`config.mk`:
```
export PLATFORM = sky130hd
export DESIGN_NAME = dcl_cas_lane
export DESIGN_NICKNAME = d
export VERILOG_FILES = /design/src/rtl/dcl_lane_decode.v /design/src/rtl/dcl_cas_lane.v
export VERILOG_INCLUDE_DIRS = /design/src /design/src/rtl
export SDC_FILE = /design/constraint.sdc
export NUM_CORES = 1
export LEC_CHECK = 0
export ABC_AREA = 1
export BUFFER_PORTS_ARGS = -buffer_cell sky130_fd_sc_hd__buf_2
export CORE_ASPECT_RATIO = 1.2
export CORE_MARGIN = 4
export CORE_UTILIZATION = 48
export CTS_CLUSTER_DIAMETER = 100
export DETAILED_ROUTE_END_ITERATION = 7
export MAX_ROUTING_LAYER = met4
export PLACE_DENSITY = 0.78
export SYNTH_ARGS = -nofsm -noshare
export SYNTH_HDL_FRONTEND = slang
export SYNTH_SLANG_ARGS = --single-unit
```
`constraint.sdc`:
```
create_clock -name clk -period 1.5 [get_ports clk]
set_clock_uncertainty 0.2 [all_clocks]
set_input_delay 0.075 -clock clk [delete_from_list [all_inputs] [get_ports clk]]
set_output_delay 0.075 -clock clk [all_outputs]
set_load 0.01 [all_outputs]
```
`src/rtl/dcl_consts.vh`:
```
/*
  constants for the dram column strobe lane decoder: size codes,
  port width codes, timing field layout and reset values.
  assumes inclusion by bare name from the rtl directory.
*/
`ifndef DCL_CONSTS_VH
`define DCL_CONSTS_VH

// ----------------------------------------
// transfer size codes
// ----------------------------------------
`define DCL_SIZE_LONG      2'h0
`define DCL_SIZE_BYTE      2'h1
`define DCL_SIZE_WORD      2'h2
`define DCL_SIZE_LINE      2'h3

// ----------------------------------------
// dram port width codes
// ----------------------------------------
`define DCL_PORT_8         2'h0
`define DCL_PORT_16        2'h1
`define DCL_PORT_32        2'h2

// ----------------------------------------
// timing register fields and reset values
// ----------------------------------------
`define DCL_TIM_W          8
`define DCL_TIM_RCD_LSB    0
`define DCL_TIM_CAS_LSB    4
`define DCL_TIM_FLD_W      4
`define DCL_TIM_RESET      8'h11
`define DCL_STROBE_OFF     4'hF

`endif

```
`src/rtl/dcl_lane_decode.v`:
```
/*
  combinational byte lane decoder: maps transfer size, port width and
  the two low address bits to four active-low column strobe levels.
  assumes inputs are stable and from the same clock domain.
*/
`timescale 1ns/1ns
`include "dcl_consts.vh"

module dcl_lane_decode (
  input  wire [1:0] transfer_size,
  input  wire [1:0] port_width,
  input  wire [1:0] addr_lo,
  output reg  [3:0] lane_n
);

  // ----------------------------------------
  // lane decode
  // ----------------------------------------
  // size code decode
  always @* begin
    lane_n = `DCL_STROBE_OFF;
    case (port_width)
      `DCL_PORT_8: lane_n = 4'hE;
      `DCL_PORT_16: begin
        if (transfer_size == `DCL_SIZE_BYTE) begin
          lane_n = addr_lo[0] ? 4'hD : 4'hE;
        end else begin
          lane_n = 4'hC;
        end
      end
      `DCL_PORT_32: begin
        case (transfer_size)
          `DCL_SIZE_BYTE: lane_n = ~(4'h1 << addr_lo);
          `DCL_SIZE_WORD: lane_n = addr_lo[1] ? 4'h3 : 4'hC;
          default:        lane_n = 4'h0;
        endcase
      end
      // unused width code keeps lanes off
      default: lane_n = `DCL_STROBE_OFF;
    endcase
  end

endmodule

```
`src/rtl/dcl_cas_lane.v`:
```
/*
  column strobe and dram write strobe sequencer for two dram banks.
  bit i of cas_n drives lane i: 0 = D[31:24] ... 3 = D[7:0].
  assumes request inputs come from logic on clk; timing value is
  held static by software while accesses run.
*/
// Functional notes
// - four active-low strobes, lane 0 msb
// - 8-bit port uses strobe 0 only
// - 16-bit byte by a0, else pair
// - 32-bit byte picks strobe at a[1:0]
// - 32-bit word halves, long all four
// - size 01 byte 10 word 00 long 11 line
// - timing register shapes strobe delay, width
// - write strobe low on dram writes only
// - write strobe high during refresh cycles
// - write strobe valid only in dram cycles
// - one row strobe per bank
`timescale 1ns/1ns
`include "dcl_consts.vh"

module dcl_cas_lane (
  input  wire                  clk,
  input  wire                  rst,
  input  wire                  access_start,
  input  wire                  access_bank,
  input  wire                  access_write,
  input  wire [1:0]            transfer_size,
  input  wire [1:0]            port_width,
  input  wire [1:0]            addr_lo,
  input  wire                  refresh_start,
  input  wire [`DCL_TIM_W-1:0] dram_timing_register,
  output wire [3:0]            cas_n,
  output wire [1:0]            ras_n,
  output wire                  dram_write_strobe_n,
  output wire                  busy
);

  // ----------------------------------------
  // states
  // ----------------------------------------
  localparam [3:0] ST_IDLE = 4'h1;
  localparam [3:0] ST_ROW  = 4'h2;
  localparam [3:0] ST_COL  = 4'h4;
  localparam [3:0] ST_REF  = 4'h8;

  reg  [3:0] state_q;
  reg  [3:0] state_d;
  reg  [3:0] cnt_q;
  reg  [3:0] cnt_d;
  reg  [3:0] lanes_q;
  reg        bank_q;
  reg        write_q;
  reg  [3:0] cas_q;
  reg  [3:0] cas_d;
  reg  [1:0] ras_q;
  reg  [1:0] ras_d;
  reg        wr_n_q;
  reg        wr_n_d;
  wire [3:0] lanes_dec;
  // an access is taken only from idle, and refresh outranks it
  wire       acc_take = state_q[0] & access_start & ~refresh_start;

  // field extraction used for both timing phases
  function [3:0] tim_field;
    input [`DCL_TIM_W-1:0] t;
    input                  sel;
    begin
      tim_field = sel ? t[`DCL_TIM_CAS_LSB +: `DCL_TIM_FLD_W] : t[`DCL_TIM_RCD_LSB +: `DCL_TIM_FLD_W];
    end
  endfunction

  // idle takes the request pin, a running access its held copy
  function pick_src;
    input [3:0] st;
    input       now_v;
    input       held_v;
    begin
      pick_src = st[0] ? now_v : held_v;
    end
  endfunction

  dcl_lane_decode dcl_lane_decode_inst (
    .transfer_size (transfer_size),
    .port_width    (port_width),
    .addr_lo       (addr_lo),
    .lane_n        (lanes_dec)
  );

  // ----------------------------------------
  // status
  // ----------------------------------------
  // one-hot: bit 0 alone marks idle
  assign busy = ~state_q[0];

  // ----------------------------------------
  // sequencer
  // ----------------------------------------
  always @* begin
    state_d = state_q;
    cnt_d   = cnt_q;
    case (state_q)
      ST_IDLE: begin
        // refresh first: it must not starve behind accesses
        if (refresh_start) begin
          state_d = ST_REF;
          cnt_d   = tim_field(dram_timing_register, 1'h1);
        end else if (access_start) begin
          state_d = ST_ROW;
          cnt_d   = tim_field(dram_timing_register, 1'h0);
        end
      end
      ST_ROW: begin
        if (cnt_q == 4'h0) begin
          state_d = ST_COL;
          cnt_d   = tim_field(dram_timing_register, 1'h1);
        end else begin
          cnt_d = cnt_q - 4'h1;
        end
      end
      ST_COL, ST_REF: begin
        if (cnt_q == 4'h0) begin
          state_d = ST_IDLE;
        end else begin
          cnt_d = cnt_q - 4'h1;
        end
      end
      // stray code after an upset: back to idle
      default: begin
        state_d = ST_IDLE;
        cnt_d   = 4'h0;
      end
    endcase
  end

  always @(posedge clk or posedge rst) begin
    if (rst) begin
      state_q <= ST_IDLE;
      cnt_q   <= 4'h0;
    end else begin
      state_q <= state_d;
      cnt_q   <= cnt_d;
    end
  end

  // ----------------------------------------
  // access capture
  // ----------------------------------------
  // request pins may move after the take edge, so hold what they said
  always @(posedge clk or posedge rst) begin
    if (rst) begin
      lanes_q <= `DCL_STROBE_OFF;
      bank_q  <= 1'h0;
      write_q <= 1'h0;
    end else if (acc_take) begin
      lanes_q <= lanes_dec;
      bank_q  <= access_bank;
      write_q <= access_write;
    end
  end

  // ----------------------------------------
  // strobe next values
  // ----------------------------------------
  // decoded from the next state so pins move on the edge the state does
  always @* begin
    cas_d  = `DCL_STROBE_OFF;
    ras_d  = 2'h3;
    wr_n_d = 1'h1;
    case (state_d)
      ST_ROW: begin
        ras_d[pick_src(state_q, access_bank, bank_q)] = 1'h0;
        wr_n_d = ~pick_src(state_q, access_write, write_q);
      end
      ST_COL: begin
        ras_d[bank_q] = 1'h0;
        cas_d  = lanes_q;
        wr_n_d = ~write_q;
      end
      ST_REF: begin
        cas_d = 4'h0;
        ras_d = 2'h0;
      end
      default: begin
        cas_d = `DCL_STROBE_OFF;
      end
    endcase
  end

  // ----------------------------------------
  // registered pin drive
  // ----------------------------------------
  // pins come straight from flops: no decode glitch reaches the dram
  always @(posedge clk or posedge rst) begin
    if (rst) begin
      cas_q  <= `DCL_STROBE_OFF;
      ras_q  <= 2'h3;
      wr_n_q <= 1'h1;
    end else begin
      cas_q  <= cas_d;
      ras_q  <= ras_d;
      wr_n_q <= wr_n_d;
    end
  end

  assign cas_n               = cas_q;
  assign ras_n               = ras_q;
  assign dram_write_strobe_n = wr_n_q;

endmodule

```
## Word-level counts from Yosys, hierarchy flattened

Index checks and enable logic that the tools add are counted.

- Flip-flop bits (word level): 21
- Output and inout port bits: 8
- Bits in latches: 0
- Word-level logic and storage cells: 66
- ROM bits: 0
- Bits of input ports: 20
- Memory bits (writable): 0
- Memories: 0

- Add/subtract/negate cells: 1
- Equality and inequality tests: 13
- Muxes and demuxes: 24
- $mul: 0
- Div/mod/pow operators: 0
- Bitwise logic cells: 9
- Shift operators: 1
- Magnitude comparators: 4
- Reductions and logical operators: 6

Operator list:

| kind | count |
|---|---|
| $mux 4 | 10 |
| $pmux 4 s3 | 3 |
| $pmux 4 s2 | 2 |
| $eq 4x2->1 const B | 2 |
| $eq 4x3->1 const B | 2 |
| $eq 4x4->1 const B | 2 |
| $pmux 2 s3 | 1 |
| $eq 2x1->1 const B | 2 |
| $eq 2x2->1 const B | 2 |
| $eq 4x1->1 const B | 1 |
| $logic_not 4->1 | 1 |
| $lt 1x2->1 const B | 2 |
| $mux 1 | 4 |
| $not 1->1 | 4 |
| $not 2->2 | 2 |
| $not 4->4 | 1 |
| $shl 1x2->4 const A | 1 |
| $sub 4x1->4 const B | 1 |
| $ne 3x3->1 const B | 1 |
| $and 1x1->1 | 2 |
| $demux 1 s1 | 2 |
| $ge 1x1->1 const B | 2 |
| $logic_and 1x1->1 | 2 |
| $logic_not 2->1 | 1 |
| other kinds (5) | 5 |

## Depth between registers and ports, before layout

- Depth after elaboration: 7
- Gate-level depth with buffers: 10
- Depth with buffers taken out: 10

## Hierarchy

From an unflattened synthesis, not the netlist that was laid out.

- Cell total of the unflattened synthesis: 171
- Area total of the unflattened synthesis: 1327.5 µm²

By module, submodules not included:

| module | sequential area each (µm²) | cells an instance | area an instance (µm²) | instances |
|---|---|---|---|---|
| dcl_cas_lane | 540.5 | 138 | 1161.1 | 1 |
| dcl_lane_decode | 0.0 | 33 | 166.4 | 1 |

## Least setup slack after synthesis

Ideal clock, no wire load.

- Path type: register to register
- Start: reg state_q[0]
- End: reg cnt_q[0]
- Cell stages (with the launch flop): 9
- Clock period less this slack: 1502 ps
- Library setup time: 116 ps
- Data required time: 1184 ps
- Arrival: 1186 ps
- Path buffers: 1
- Path slack: -2 ps
- Cells stage by stage: dfstp_2 -> buf_6 -> nand3_2 -> nor2_4 -> nand2_2 -> o21ai_4 -> inv_4 -> nand2_1 -> nand2_1

- Word-level cells in the longest chain between the ends: 4
- Elaborated cells between the ends (all ways): 9
- Those cells by class: eq/ne: 6; mux: 1; reduce/logical: 2

RTL lines:

| element | line | text |
|---|---|---|
| start, declared | dcl_cas_lane.v:47 | `reg [3:0] state_q;` |
| start signal, assigned | dcl_cas_lane.v:141 | `state_q <= state_d;` |
| $eq 4x3->1 / $eq 4x4->1 (equally long branches) | dcl_cas_lane.v:102 | `case (state_q)` |
| $reduce_or 2->1 | dcl_cas_lane.v:102 |  |
| $ne 2x2->1 (no line) | -- |  |
| $reduce_and 2->1 (no line) | -- |  |
| end signal, assigned | dcl_cas_lane.v:142 | `cnt_q <= cnt_d;` |
| end, declared | dcl_cas_lane.v:49 | `reg [3:0] cnt_q;` |

Several ways; a longest one is shown, not always the timed one.
A chain may end at the register's enable or synchronous reset.

## Worst setup path in the final report

- Start: reg state_q[0]
- End: reg cnt_q[1]

Same word-level chain as after synthesis.

==> run metrics <==
cell breakdown of the critical path nand3_4, nor2_4, nand2_2, o21ai_4, inv_4, nand2_1, nand2_1; Clock Path Buffers 2; CTS tree yes; GRT overflow 0; first-pass GRT wire length 5071 um; EDFF count, synth 0; worst slew pin tran 0.2459 ns; Slowest-stage cell, CP dfstp_2; worst vdd rail ir drop 1.182 mV; PD cells about 1700 nW/um^2; combinational power share 56.7%; Die Height 64.51 um; largest net degree at the start of global routing 22; Ports 28; Final Max Tran Viols 0; Sequential Power Share approximately a third; Final #Nets 248; non-filler instance count after layout 256; Post-DP HPWL 2141 um; crit path time final approximately 1.6 ns; final hold vios 0; dpl cells around 230; Placer Congestion about 0.74; Sw Pwr approximately 1.4 mW; Initial Utilization about 50%; delay-heaviest family, CP flip-flops; DR vias/cell 4.809; Post-synth top cells 54 x nand2_1, 25 x inv_1, 12 x dfstp_2; Hold Crit Class in -> reg; top-count cell post-synth nand2_1; Sink Count 21; WP data arrival 1.57 ns; H-tree depth 1; #FFs+latches synth 21; CP startpoint state_q[0]; failing checks negative setup slack; antenna-violating nets left 0; cells after synthesis between 150 and 200; r2r setup slk -0.07 ns; root buffer cell clkbuf_4; Antenna Cells 0; critical path endpoint category register; Die W between 50 and 60 um; cell internal pwr 1.739 mW; drt pass-1 iters 4; Yosys cell types 29; kind of critical path reg -> reg; die area 3554 um^2; predominant post-synthesis flop cell dfstp_2; Clock Power Share 8.7%; IO buf count 27; CP required 1.50 ns; sequential area share after synthesis between 40% and 50%; Detailed Route Iter0 Violations 18; Synth warnings 0; MaxCap Viol Count 0; vias post-DR between 1000 and 1500; initial antenna violation count 0; slowest stage delay, CP 0.66 ns; Cell Area, Synth 1277 um^2; CTS buffer count 3; Syn Area/Cell 7.742 um^2; area delta synth->final 43.00%; final WL 3060 um; GRT Util Overall about 20%; most frequent CP cell nand2_1; crit path max fanout 6; Slew HR 83.43%; CP startpoint kind register; Synth Net Count 189; area share of the largest cell type after synthesis 24.68%; later-pin clock latency in the skew report roughly 0.30 ns; Buf+Inv Stages, Crit Path 1; status complete, but fails checks; Final TNS setup -0.6779 ns; number of remaining DRC errors 0; f_max 636.7 MHz; FFs w/ async S/R, synth 100.0%; WL/cell around 12 um; vias in the first global route 1277; PnR worst setup slack -0.07057 ns; clk slew on worst S/H paths 0.11 ns; synth top area cells dfstp_2 25%, dfrtp_1 18%, nand2_1 16%; RSZ-0062 raised after global routing yes; worst hold start transfer_size[0]; cell taking the most area after synthesis dfstp_2; row count 20; count of final setup violators 14; Critical R2R Launch state_q[0]; sw frac 43.95%; Final Cycle Share 104.7%; share of layout cells above drive strength 1 38.57%; leakage 0.9309 nW; CORE AREA roughly 2600 um^2
## registers in the layout (all words and copies together), names as in the netlist
register / count
bank_q: 1
write_q: 1
cnt_q: 4
state_q: 4
cas_n: 4
lanes_q: 4
dram_write_strobe_n: 1
ras_n: 2
## metrics by stage
| step | hold slack [ns] | setup WS (ns) | utilization (%) | total power [mW] | cell area, um^2 |
|---|---|---|---|---|---|
| finish | 0.06007 | -0.07057 | 71.57 | 3.103 | 1827 |
| detailed placement | -0.08891 | -0.06384 | 59.02 | 2.532 | 1506 |
| global route | 0.08888 | -0.1702 | 71.57 | 3.369 | 1827 |
| CTS | 0.05060 | -0.07148 | 69.41 | 2.954 | 1772 |
| global placement | -0.08935 | -0.02762 | 59.02 | 2.472 | 1506 |
| floorplan | -0.1574 | 0.002047 | - | 2.129 | 1289 |
## per-layer routing
| layer | share of wire [%] | up-vias | track usage (%) |
|---|---|---|---|
| met5 | 0 | - | - |
| met4 | 3.3 | 0 | 10.03 |
| met3 | 2.6 | 9 | 1.609 |
| met2 | 56 | 29 | 36.09 |
| met1 | 38 | 564 | 19.67 |
| li1 | - | 629 | - |
## tightest hold or removal path: stages
cell and delay [ns]:
buf_2 0.11, inv_1 0.05, ha_1 0.14, inv_1 0.07, nand2_1 0.06, a22oi_1 0.06
## cells by family after synthesis
| logic type | synth area share [%] |
|---|---|
| xor+xnor | 0.6857 |
| buf+inv | 9.402 |
| compound gates | 9.599 |
| flops | 42.31 |
| fa+ha+maj | 3.918 |
| simple gates | 34.08 |
## path summary, 6_finish.rpt
path / endpoint / cells after the start
max: cnt_q[1] / 7
min reg2reg: dram_write_strobe_n / 1
max in group asynchronous: lanes_q[1] / 4
min in group asynchronous: state_q[2] / 4
min: lanes_q[2] / 6
max reg2reg: cnt_q[1] / 7
## placed cells by master, fill, tap and decap left out, types with 3 or more instances in the layout
master and count:
nand3_1 6, dfrtp_1 9, clkbuf_4 3, ha_1 3, buf_4 9, nand2_4 7
nor2_1 10, o21ai_0 7, nand2_1 49, buf_2 27, dfstp_2 12, nand2_2 7
nor2_4 4, inv_1 23, dlygate4sd3_1 18
## cell type report
class | count | area (um^2)
flip-flops and latches | 21 | 540.5
multi-input cells | 115 | 700.7
well taps | 33 | 41.29
clock buffers | 4 | 26.28
repair buffers | 55 | 402.9
fillers | 200 | 725.7
inverters | 28 | 115.1
## timing repair
action	4_1_cts	5_1_grt
endpoints found under the hold margin	34	0
buffers inserted	2	1
gates resized for setup	14	9
hold buffers	18	0
cloned	0	0
pin swaps	9	4
setup endpoints to repair	16	19
## power by group through the flow
stage | Sequential (mW) | Combinational (mW) | Clock, mW
2_1_floorplan | 1.06 | 1.07 | 0
3_3_place_gp | 1.06 | 1.42 | 0
3_5_place_dp | 1.07 | 1.47 | 0
4_1_cts | 1.06 | 1.62 | 0.277
5_1_grt | 1.10 | 1.97 | 0.302
6_report | 1.07 | 1.76 | 0.271
No activity file was read; power rests on OpenSTA's default activity.
